**config.mk**
```make
export PLATFORM = sky130hd
export DESIGN_NAME = ecp_port
export DESIGN_NICKNAME = d
export VERILOG_FILES = /design/src/rtl/ecp_pkg.sv /design/src/rtl/pin_sync.sv /design/src/rtl/byte_fifo.sv /design/src/rtl/ecp_port.sv
export VERILOG_INCLUDE_DIRS = /design/src /design/src/rtl
export SDC_FILE = /design/constraint.sdc
export NUM_CORES = 1
export LEC_CHECK = 0
export ABC_AREA = 1
export ABC_CLOCK_PERIOD_IN_PS = 7100
export BUFFER_PORTS_ARGS = -buffer_cell sky130_fd_sc_hd__buf_4
export CAP_MARGIN = 0
export CORE_AREA = 2 2 164 166
export DETAILED_ROUTE_END_ITERATION = 12
export DIE_AREA = 0 0 166 168
export GPL_TIMING_DRIVEN = 0
export PLACE_DENSITY = 0.67
export SYNTH_ARGS = -nofsm -noshare
export SYNTH_HDL_FRONTEND = slang
export SYNTH_SLANG_ARGS = --single-unit
```
**constraint.sdc**
```tcl
create_clock -name clk_i -period 7.1 [get_ports clk_i]
set_input_delay 0.71 -clock clk_i [delete_from_list [all_inputs] [get_ports clk_i]]
set_output_delay 0.71 -clock clk_i [all_outputs]
set_load 0.1 [all_outputs]
```
**src/rtl/ecp_defs.svh**
```systemverilog
/*
 Register offsets, field positions, reset values and mode codes of the
 parallel port FIFO transfer block. Assumes an 11-bit register address space.
*/
`ifndef ECP_DEFS_SVH
`define ECP_DEFS_SVH

`define ADDR_W 11
`define OFF_DATA 11'h000
`define OFF_DSR 11'h001
`define OFF_DCR 11'h002
`define OFF_DFIFO 11'h400
`define OFF_ECR 11'h402
`define OFF_CFG5 11'h405
`define OFF_FDD 11'h406

`define DCR_DIR 5
`define ECR_MODE_HI 7
`define ECR_MODE_LO 5
`define ECR_DMA_ENABLE_BIT 3
`define ECR_SIF 2
`define ECR_FULL 1
`define ECR_EMPTY 0
`define FDD_SINGLE 0
`define FDD_DUAL 1

`define MODE_STD 3'h0
`define MODE_PS2 3'h1
`define MODE_COMPAT_DATA_FIFO 3'h2
`define MODE_ECP 3'h3

`define FIFO_DEPTH 16
`define FIFO_W 9
`define CNT_W 5
`define THR_W 4
`define THR_RST 4'h8

`endif

```
**src/rtl/ecp_pkg.sv**
```systemverilog
/*
 Types of the parallel port FIFO transfer block: link state and the
 packed state record of the top module. Assumes ecp_defs.svh on the include path.
*/
`include "ecp_defs.svh"

package ecp_pkg;

	typedef enum logic [4:0] {
		ST_IDLE    = 5'b00001,
		ST_FWD_STB = 5'b00010,
		ST_FWD_REL = 5'b00100,
		ST_REV_REQ = 5'b01000,
		ST_REV_REL = 5'b10000
	} link_st_t;

	typedef struct packed {
		logic [2:0] mode;
		logic dir;
		logic dma_en;
		logic sif;
		logic [`THR_W-1:0] thr;
		logic ext1;
		logic ext2;
		logic [7:0] pd_out;
		logic cmd;
		logic strobe_n;
		logic host_ack;
		link_st_t link;
		logic [7:0] rdata;
		logic [7:0] dma_rdata;
	} port_st_t;

endpackage

```
**src/rtl/pin_sync.sv**
```systemverilog
/*
 Three-flop input synchroniser with an agreement filter per bit.
 Assumes the inputs are asynchronous to clk_i.
*/
`timescale 1ns/1ns
`default_nettype none

module pin_sync #(
	parameter int W = 8
) (
	// Clock and reset
	input wire logic clk_i,
	input wire logic resetn_i,
	// Pins and filtered levels
	input wire logic [W-1:0] d_i,
	output logic [W-1:0] q_o
);
	typedef struct packed {
		logic [W-1:0] s1;
		logic [W-1:0] s2;
		logic [W-1:0] s3;
		logic [W-1:0] q;
	} sync_st_t;

	sync_st_t st_r, st_nxt;

	always_comb begin
		st_nxt = st_r;
		st_nxt.s1 = d_i;
		st_nxt.s2 = st_r.s1;
		st_nxt.s3 = st_r.s2;
		// A bit only moves once the last two stages agree
		for (int i = 0; i < W; i++) begin
			if (st_r.s2[i] == st_r.s3[i]) begin
				st_nxt.q[i] = st_r.s3[i];
			end
		end
	end

	always_ff @(posedge clk_i or negedge resetn_i) begin
		if (!resetn_i) begin
			st_r <= '0;
		end else begin
			st_r <= st_nxt;
		end
	end

	assign q_o = st_r.q;
endmodule // pin_sync

`default_nettype wire

```
**src/rtl/byte_fifo.sv**
```systemverilog
/*
 Synchronous FIFO with valid/ready on both sides and a clear input.
 Assumes a push while full is refused through in_ready_o.
*/
`timescale 1ns/1ns
`default_nettype none

module byte_fifo #(
	parameter int W = 9,
	parameter int DEPTH = 16
) (
	// Clock and reset
	input wire logic clk_i,
	input wire logic resetn_i,
	input wire logic clear_i,
	// Fill side
	input wire logic in_valid_i,
	input wire logic [W-1:0] in_data_i,
	output logic in_ready_o,
	// Drain side
	output logic out_valid_o,
	output logic [W-1:0] out_data_o,
	input wire logic out_ready_i,
	output logic [$clog2(DEPTH):0] count_o
);
	localparam int AW = $clog2(DEPTH);

	typedef struct packed {
		logic [DEPTH-1:0][W-1:0] mem;
		logic [AW-1:0] wp;
		logic [AW-1:0] rp;
		logic [AW:0] cnt;
	} fifo_st_t;

	fifo_st_t st_r, st_nxt;
	logic push, pop;

	assign in_ready_o = (st_r.cnt != (AW+1)'(DEPTH)) && !clear_i;
	assign out_valid_o = (st_r.cnt != '0) && !clear_i;
	assign out_data_o = st_r.mem[st_r.rp];
	assign count_o = st_r.cnt;
	assign push = in_valid_i && in_ready_o;
	assign pop = out_valid_o && out_ready_i;

	always_comb begin
		st_nxt = st_r;
		if (clear_i) begin
			st_nxt.wp = '0;
			st_nxt.rp = '0;
			st_nxt.cnt = '0;
		end else begin
			if (push) begin
				st_nxt.mem[st_r.wp] = in_data_i;
				st_nxt.wp = st_r.wp + AW'(1);
			end
			if (pop) begin
				st_nxt.rp = st_r.rp + AW'(1);
			end
			st_nxt.cnt = st_r.cnt + (AW+1)'(push) - (AW+1)'(pop);
		end
	end

	always_ff @(posedge clk_i or negedge resetn_i) begin
		if (!resetn_i) begin
			st_r <= '0;
		end else begin
			st_r <= st_nxt;
		end
	end
endmodule // byte_fifo

`default_nettype wire

```
**src/rtl/ecp_port.sv**
```systemverilog
/*
 Parallel port FIFO transfer engine with floppy extension pin muxing.
 Assumes a plain register port, a PC style DMA request/acknowledge pair
 and printer pins that are asynchronous to clk_i.
*/
// What this block does
// - No compression in hardware; counts and bytes are forwarded as given.
// - FIFO service threshold comes from configuration register 5.
// - Transfers go by DMA or programmed I/O according to selected mode.
// - Shared FIFO is active only in parallel FIFO mode or ECP mode.
// - After reset the FIFO stays disabled until a FIFO mode is chosen.
// - DMA moves only data, test or compatibility FIFO bytes, never addresses; in reverse DMA drains command bytes as well.
// - DMA service is requested on the DMA request pin, host acknowledges.
// - DMA fills FIFO forward or drains it in reverse by direction and mode.
// - Terminal count raises interrupt and service flag, which stops DMA requests.
// - Data and test FIFO answer at 400H, address FIFO writes at 000H.
// - In programmed I/O the interrupt pin requests FIFO filling or emptying.
// - Single external floppy mode forces drive B motor and select inactive.
// - Dual external floppy mode forces drives A and B outputs inactive.
// - Floppy inputs are ORed with parallel data lines 4 down to 0.
// - All FIFO views share one sixteen byte FIFO.
// - Outside modes 000/001 only 000/001 may be chosen; direction only in 001.
// - Forward host acknowledge is high for data bytes, low for commands.
`timescale 1ns/1ns
`default_nettype none
`include "ecp_defs.svh"

module ecp_port
	import ecp_pkg::*;
#(
	parameter int DEPTH = `FIFO_DEPTH
) (
	// Clock and reset
	input wire logic clk_i,
	input wire logic resetn_i,
	// Register port
	input wire logic [`ADDR_W-1:0] reg_addr_i,
	input wire logic [7:0] reg_wdata_i,
	input wire logic reg_wr_i,
	input wire logic reg_rd_i,
	output logic [7:0] reg_rdata_o,
	// DMA and interrupt
	output logic port_dma_request_o,
	input wire logic dma_ack_i,
	input wire logic dma_tc_i,
	input wire logic [7:0] dma_wdata_i,
	output logic [7:0] dma_rdata_o,
	output logic irq_o,
	// Parallel pins
	input wire logic [7:0] pd_i,
	output logic [7:0] pd_o,
	output logic pd_oe_o,
	output logic strobe_n_o,
	output logic host_ack_o,
	output logic reverse_req_n_o,
	input wire logic busy_i,
	input wire logic ack_n_i,
	// Floppy controller side
	input wire logic fdc_drive_a_motor_n_i,
	input wire logic fdc_drive_a_select_n_i,
	input wire logic fdc_drive_b_motor_n_i,
	input wire logic fdc_drive_b_select_n_i,
	output logic fdc_disk_change_n_o,
	output logic fdc_read_data_n_o,
	output logic fdc_write_protect_n_o,
	output logic fdc_track_zero_n_o,
	output logic fdc_index_n_o,
	// Floppy drive pins
	output logic drive_a_motor_n_o,
	output logic drive_a_select_n_o,
	output logic drive_b_motor_n_o,
	output logic drive_b_select_n_o,
	input wire logic disk_change_n_i,
	input wire logic read_data_n_i,
	input wire logic write_protect_n_i,
	input wire logic track_zero_n_i,
	input wire logic index_n_i
);
	function automatic logic fifo_mode(input logic [2:0] m);
		return (m == `MODE_COMPAT_DATA_FIFO) || (m == `MODE_ECP);
	endfunction

	function automatic logic pio_mode(input logic [2:0] m);
		return (m == `MODE_STD) || (m == `MODE_PS2);
	endfunction

	port_st_t st_r, st_nxt;

	logic [14:0] pins_s;
	logic [7:0] pd_s;
	logic busy_s, ack_n_s;
	logic dc_s, rd_s, wp_s, tz_s, ix_s;
	logic fifo_on, rev, floppy, pio_need;
	logic push, pop, link_pop, bus_pop, dma_pop;
	logic [`FIFO_W-1:0] push_data;
	logic in_ready, out_valid;
	logic [`FIFO_W-1:0] out_data;
	localparam int CW = $clog2(DEPTH) + 1;
	logic [CW-1:0] count;
	logic [CW-1:0] free;
	logic wr_ecr;

	pin_sync #(
		.W(15)
	) u_sync (
		.clk_i(clk_i),
		.resetn_i(resetn_i),
		// Active-low pins cross inverted, so a cleared synchroniser reads as idle
		.d_i({busy_i, ~ack_n_i, ~disk_change_n_i, ~read_data_n_i, ~write_protect_n_i,
			~track_zero_n_i, ~index_n_i, pd_i}),
		.q_o(pins_s)
	);

	assign {busy_s, ack_n_s, dc_s, rd_s, wp_s, tz_s, ix_s, pd_s} = pins_s ^ 15'h3F00;

	// One store serves every FIFO view; it is flushed while no FIFO mode is on
	byte_fifo #(
		.W(`FIFO_W),
		.DEPTH(DEPTH)
	) u_fifo (
		.clk_i(clk_i),
		.resetn_i(resetn_i),
		.clear_i(!fifo_on),
		.in_valid_i(push),
		.in_data_i(push_data),
		.in_ready_o(in_ready),
		.out_valid_o(out_valid),
		.out_data_o(out_data),
		.out_ready_i(pop),
		.count_o(count)
	);

	assign fifo_on = fifo_mode(st_r.mode);
	assign rev = st_r.dir && (st_r.mode == `MODE_ECP);
	assign floppy = st_r.ext1 || st_r.ext2;
	assign free = CW'(DEPTH) - count;
	assign wr_ecr = reg_wr_i && (reg_addr_i == `OFF_ECR);
	// Programmed I/O wants service once the threshold of room or bytes is met
	assign pio_need = rev ? (count >= CW'(st_r.thr)) : (free >= CW'(st_r.thr));
	assign pop = link_pop || bus_pop || dma_pop;

	always_comb begin
		st_nxt = st_r;
		push = 1'b0;
		push_data = '0;
		link_pop = 1'b0;
		bus_pop = 1'b0;
		dma_pop = 1'b0;
		st_nxt.rdata = 8'h00;

		if (reg_wr_i) begin
			case (reg_addr_i)
				`OFF_DATA: begin
					if (st_r.mode == `MODE_ECP && !rev) begin
						push = 1'b1;
						push_data = {1'b1, reg_wdata_i};
					end else if (!fifo_on) begin
						st_nxt.pd_out = reg_wdata_i;
					end
				end
				`OFF_DCR: begin
					if (st_r.mode == `MODE_PS2) begin
						st_nxt.dir = reg_wdata_i[`DCR_DIR];
					end
				end
				`OFF_DFIFO: begin
					if (fifo_on && !rev) begin
						push = 1'b1;
						push_data = {1'b0, reg_wdata_i};
					end
				end
				`OFF_ECR: begin
					if (pio_mode(st_r.mode) || pio_mode(reg_wdata_i[`ECR_MODE_HI:`ECR_MODE_LO])) begin
						st_nxt.mode = reg_wdata_i[`ECR_MODE_HI:`ECR_MODE_LO];
					end
					st_nxt.dma_en = reg_wdata_i[`ECR_DMA_ENABLE_BIT];
					st_nxt.sif = reg_wdata_i[`ECR_SIF];
				end
				`OFF_CFG5: st_nxt.thr = reg_wdata_i[`THR_W-1:0];
				`OFF_FDD: begin
					st_nxt.ext1 = reg_wdata_i[`FDD_SINGLE];
					st_nxt.ext2 = reg_wdata_i[`FDD_DUAL];
				end
				default: ;
			endcase
		end

		// DMA bytes only ever land as plain data, never as address entries
		if (dma_ack_i && fifo_on) begin
			if (!rev && !push) begin
				push = 1'b1;
				push_data = {1'b0, dma_wdata_i};
			end else if (rev && out_valid) begin
				st_nxt.dma_rdata = out_data[7:0];
				dma_pop = 1'b1;
			end
		end

		// Hardware sets win over a software clear in the same cycle
		if (dma_ack_i && dma_tc_i) begin
			st_nxt.sif = 1'b1;
		end
		if (fifo_on && !st_r.dma_en && pio_need) begin
			st_nxt.sif = 1'b1;
		end

		if (reg_rd_i) begin
			case (reg_addr_i)
				`OFF_DATA: st_nxt.rdata = st_r.dir ? pd_s : st_r.pd_out;
				`OFF_DSR: st_nxt.rdata = {!busy_s, ack_n_s, 3'h0, 3'h7};
				`OFF_DCR: st_nxt.rdata = {2'h3, st_r.dir, 5'h00};
				`OFF_DFIFO: begin
					if (rev && out_valid) begin
						st_nxt.rdata = out_data[7:0];
						bus_pop = 1'b1;
					end
				end
				`OFF_ECR: st_nxt.rdata = {st_r.mode, 1'b0, st_r.dma_en, st_r.sif,
					!in_ready && fifo_on, !out_valid};
				`OFF_CFG5: st_nxt.rdata = {4'h0, st_r.thr};
				`OFF_FDD: st_nxt.rdata = {6'h00, st_r.ext2, st_r.ext1};
				default: st_nxt.rdata = 8'h00;
			endcase
		end

		unique case (st_r.link)
			ST_IDLE: begin
				if (fifo_on && !rev && out_valid) begin
					// Bytes go out exactly as stored, command flag included
					st_nxt.pd_out = out_data[7:0];
					st_nxt.cmd = out_data[8];
					st_nxt.host_ack = !out_data[8];
					st_nxt.strobe_n = 1'b0;
					link_pop = 1'b1;
					st_nxt.link = ST_FWD_STB;
				end else if (rev && in_ready) begin
					st_nxt.host_ack = 1'b0;
					st_nxt.link = ST_REV_REQ;
				end
			end
			ST_FWD_STB: begin
				if (busy_s) begin
					st_nxt.strobe_n = 1'b1;
					st_nxt.link = ST_FWD_REL;
				end
			end
			ST_FWD_REL: begin
				if (!busy_s) begin
					st_nxt.link = ST_IDLE;
				end
			end
			ST_REV_REQ: begin
				// Only the link fills the FIFO in reverse, so room is still there
				if (!ack_n_s) begin
					push = 1'b1;
					push_data = {!busy_s, pd_s};
					st_nxt.host_ack = 1'b1;
					st_nxt.link = ST_REV_REL;
				end
			end
			ST_REV_REL: begin
				if (ack_n_s) begin
					st_nxt.link = ST_IDLE;
				end
			end
		endcase

		if (!fifo_on) begin
			st_nxt.link = ST_IDLE;
			st_nxt.strobe_n = 1'b1;
			st_nxt.host_ack = 1'b1;
		end
	end

	always_ff @(posedge clk_i or negedge resetn_i) begin
		if (!resetn_i) begin
			st_r <= '{mode: `MODE_STD, thr: `THR_RST, strobe_n: 1'b1, host_ack: 1'b1,
				link: ST_IDLE, default: '0};
		end else begin
			st_r <= st_nxt;
		end
	end

	// Service flag blocks requests until software clears it
	assign port_dma_request_o = fifo_on && st_r.dma_en && !st_r.sif &&
		(rev ? out_valid : in_ready);
	assign irq_o = st_r.sif;
	assign reg_rdata_o = st_r.rdata;
	assign dma_rdata_o = st_r.dma_rdata;

	assign pd_o = st_r.pd_out;
	assign pd_oe_o = !st_r.dir && !floppy;
	assign strobe_n_o = st_r.strobe_n;
	assign host_ack_o = st_r.host_ack;
	assign reverse_req_n_o = !st_r.dir;

	assign drive_a_motor_n_o = st_r.ext2 ? 1'b1 : fdc_drive_a_motor_n_i;
	assign drive_a_select_n_o = st_r.ext2 ? 1'b1 : fdc_drive_a_select_n_i;
	assign drive_b_motor_n_o = floppy ? 1'b1 : fdc_drive_b_motor_n_i;
	assign drive_b_select_n_o = floppy ? 1'b1 : fdc_drive_b_select_n_i;
	// Data lines only join in while a floppy extension mode owns the connector
	assign fdc_disk_change_n_o = dc_s | (floppy & pd_s[4]);
	assign fdc_read_data_n_o = rd_s | (floppy & pd_s[3]);
	assign fdc_write_protect_n_o = wp_s | (floppy & pd_s[2]);
	assign fdc_track_zero_n_o = tz_s | (floppy & pd_s[1]);
	assign fdc_index_n_o = ix_s | (floppy & pd_s[0]);

	a_mode_lock: assert property (@(posedge clk_i) disable iff (!resetn_i)
		(wr_ecr && !pio_mode(st_r.mode) && !pio_mode(reg_wdata_i[7:5])) |=> $stable(st_r.mode))
		else $error("mode left a FIFO mode for another non-basic mode");

	a_dir_lock: assert property (@(posedge clk_i) disable iff (!resetn_i)
		!$stable(st_r.dir) |-> ($past(st_r.mode) == `MODE_PS2))
		else $error("direction changed outside mode 001");

	a_fifo_flush: assert property (@(posedge clk_i) disable iff (!resetn_i)
		!fifo_on |=> (count == '0) || fifo_on)
		else $error("FIFO holds data outside FIFO modes");

	a_tc_service: assert property (@(posedge clk_i) disable iff (!resetn_i)
		(dma_ack_i && dma_tc_i) |=> (st_r.sif && irq_o && !port_dma_request_o))
		else $error("terminal count did not raise service flag");

	a_dma_no_addr: assert property (@(posedge clk_i) disable iff (!resetn_i)
		(dma_ack_i && !rev && fifo_on && !reg_wr_i) |-> (push && !push_data[8]))
		else $error("DMA byte not pushed as plain data");

	a_pio_service: assert property (@(posedge clk_i) disable iff (!resetn_i)
		(fifo_on && !st_r.dma_en && pio_need && !wr_ecr) |=> irq_o)
		else $error("programmed I/O service not requested");

	a_floppy_b_off: assert property (@(posedge clk_i) disable iff (!resetn_i)
		st_r.ext1 |-> (drive_b_motor_n_o && drive_b_select_n_o))
		else $error("drive B outputs active in single floppy mode");

	a_floppy_a_off: assert property (@(posedge clk_i) disable iff (!resetn_i)
		st_r.ext2 |-> (drive_a_motor_n_o && drive_a_select_n_o && drive_b_motor_n_o))
		else $error("internal drive outputs active in dual floppy mode");

	a_floppy_or: assert property (@(posedge clk_i) disable iff (!resetn_i)
		floppy |-> (fdc_index_n_o == (ix_s | pd_s[0])) && (fdc_disk_change_n_o == (dc_s | pd_s[4])))
		else $error("floppy inputs not ORed with data lines");

	a_host_ack_cmd: assert property (@(posedge clk_i) disable iff (!resetn_i)
		(st_r.link == ST_FWD_STB) |-> (!strobe_n_o && (host_ack_o == !st_r.cmd)))
		else $error("host acknowledge does not match byte kind");

	a_strobe_hold: assert property (@(posedge clk_i) disable iff (!resetn_i)
		($rose(st_r.link == ST_FWD_STB) && !busy_s) |=> (!strobe_n_o && $stable(pd_o)))
		else $error("forward byte changed while strobe active");
endmodule // ecp_port

`default_nettype wire

```
==> flow_summary.yaml <==
cts:
  cts_tree: "built"
  cts_sinks: 260
  path_clk_slew_ns: 0.06
  clk_latency_ns: 0.55
  postCtsSetupBuffers: 0
  cts_max_level: 1
  cts_resized: 0
  clock_path_buffers: 3
  cts_inserted_buffers: 29
  cts-root-buf: "clkbuf_16"
  ctsHoldBuffers: 0
setup_path:
  critPathKind: "reg -> out"
  worstPathCellList: "inv_1 > ha_1 > nand2_1 > inv_1 > ha_1 > nor2_4 > buf_2 > a21oi_1 > nor4_1 > buf_4"
  endpoint_kind: "primary output"
  worstPathMaxFanout: 10
  rr_worst_depth: 19
  startpoint_type: "register"
  critPathMaxStageDelay_ns: 0.40
  cp_slowest_cell: "dfrtp_1"
  worstPathArrival_ns: 3.23
  reg2reg_slack_ns: 3.50
  cp_data_required_time_ns: 6.39
timing:
  fin_crit_ns: 3.94
  slew_violations: 0
  hold-worst-slack_ns: 0.0828
  worstMarginPinSlew_ns: 0.865
  fin_crit_sh_pct: 55.5
  fin_skew_ns: 0.0116
  slew_headroom_pct: 42.3
  max_freq_mhz: 254
  rsz0062_at_grt: "false"
  setup_viol: 0
  hold_violations: 0
  tns_ns: 0
synthesis:
  netlist_area_sq_um: 12900
  synth_warnings: 0
  seq_area_frac_synth_pct: 50.6
  yosysTopAreaCell: "dfrtp_1"
  synth.distinct_cells: 44
  yosysTopAreaCellShare_pct: 49.8
  async_flop_share_pct: 100
  synth_area_per_cell_sq_um: 8.35
  synth-edff-count: 0
  synth-seq-cells: 260
  yosys_most_used_dff: "dfrtp_1"
  syn-num-nets: 1616
  synthCells: 1541
  synthTopCellsByArea: "dfrtp_1 (50%), nand2_1 (13%), nand3_1 (8.0%), o21ai_0 (5.1%), nor2_1 (3.6%)"
routing:
  vias: 11500
  first_pass_iters: 6
  avgViaCountPerCell: 5.69
  drt_iter0_drc: 1337
  routedWlPerCell_microns: 18.9
  drt_wl_total_mm: 38.2
  antenna_left: 0
  drc: 0
layout:
  fill_cells: 2387
  area_growth_pct: 17.1
  diodes: 0
  fin_nets: 1739
  design_area_sq_um: 15100
  final_cells: 2025
  mostFrequentLayoutCells: "nand2_1 (439), dfrtp_1 (256), nand3_1 (205)"
  layout_commonest_cell: "nand2_1"
  drive_gt1_share_pct: 14.4
place:
  place_area_sq_um: 14000
  dp.final_hpwl_mm: 27.1
  io_buffers: 90
  dp_cells: 1974
  place_congestion: 0.931
global_routing:
  grt_pass1_vias: 11000
  overflow: 0
  grt_pass1_wl_mm: 60.8
  grt.total_usage_pct: 27.4
  antenna_found_initial: 0
  grt_max_degree: 119
flow_run:
  maxCapViolCount: 0
die:
  coreArea_sq_um: 26400
  die_area_sq_um: 27900
  die_w_microns: 166
  pin_count: 91
  start_util_pct: 48.8
  die_h_microns: 168
  rows: 60
status:
  outcome: "finished clean"
pwr:
  power.density_nw_per_um2: 218
  p_leak_uw: 0.00786
  ir_worst_vdd_uv: 208
worst_hold_path:
  min_path_type: "in -> async"
[critical path, delay by kind of cell (launching register included)]
kind            cells  cell delay, ns
buf+inv             4            0.92
compound gates      1            0.13
flops               1            0.40
fa+ha+maj           2            0.49
simple gates        3            0.74
[per-stage QoR]
step / util [%] / worst slack (ns) / total power (uW)
after floorplan: - / 1.89 / 1610
after global placement: 53.0 / 3.14 / 1680
after detailed placement: 53.3 / 3.55 / 1690
after CTS: 57.2 / 3.15 / 3310
after global routing: 57.2 / 2.94 / 3380
final: 57.2 / 3.16 / 3280
[flip-flops by register name, indices dropped and copies added, names as in the netlist, 5 cells and up]
name,count
u_fifo.st_r,152
u_sync.st_nxt,30
st_r,16
u_sync.q_o,15
u_sync.st_r,15
dma_rdata_o,8
pd_o,8
reg_rdata_o,8
u_fifo.count_o,5
[power by group]
part | internal (uW) | switching, uW
Sequential | 1510 | 14.4
Clock | 1000 | 617
Combinational | 41.2 | 97.6
Total | 2550 | 729
[cells by family after synthesis]
| family | Yosys count | synth area share (%) |
|---|---|---|
| fa+ha+maj | 38 | 3.46 |
| flops | 260 | 50.6 |
| mux | 2 | 0.156 |
| simple gates | 844 | 30.2 |
| buf+inv | 180 | 6.26 |
| compound gates | 210 | 8.90 |
| xor+xnor | 7 | 0.476 |
[Yosys cell counts (5+ instances only)]
cell type and instances:
ha_1 22, buf_4 24, a21oi_1 19, xor2_1 5, nor2_8 8, buf_2 13
nor2_2 11, nand4_2 16, o22ai_1 34, dfrtp_1 256, clkbuf_1 46, nor3_1 10
nand2_1 439, o21ai_0 132, or2_2 6, nand3_1 205, nor2_1 125, inv_1 87
maj3_1 15, o211ai_1 9, o21ai_1 7, nand4_1 9
[per-layer routing]
metal  up-vias  global-route usage, %  share of wire, %
met1      5645                   38.7                43
met4         0                   8.17               2.9
met5         -                      0                 0
met3        89                   3.69               7.4
li1       5321                      -                 -
met2       477                   44.5                47
[final cells by class]
cell class / count / area (sq um) / area share (%)
clock inverter: 16 / 248 / 1.64
multi-input combinational: 1101 / 5550 / 36.8
buffer: 87 / 457 / 3.03
sequential: 260 / 6510 / 43.2
tap: 341 / 427 / 2.83
clock buffer: 35 / 788 / 5.23
timing repair buffer: 92 / 738 / 4.90
inverter: 93 / 349 / 2.32
[final timing paths]
path | start | end
max | u_fifo.count_o[1] | port_dma_request_o
min | resetn_i | u_sync.st_nxt[41]
max reg2reg | u_fifo.count_o[1] | u_fifo.count_o[4]
min reg2reg | u_sync.st_nxt[38] | u_sync.st_nxt[23]
max in group asynchronous | resetn_i | u_fifo.st_r[111]
min in group clk_i | pd_i[6] | u_sync.st_nxt[36]
(Power assumes the default switching activity.)
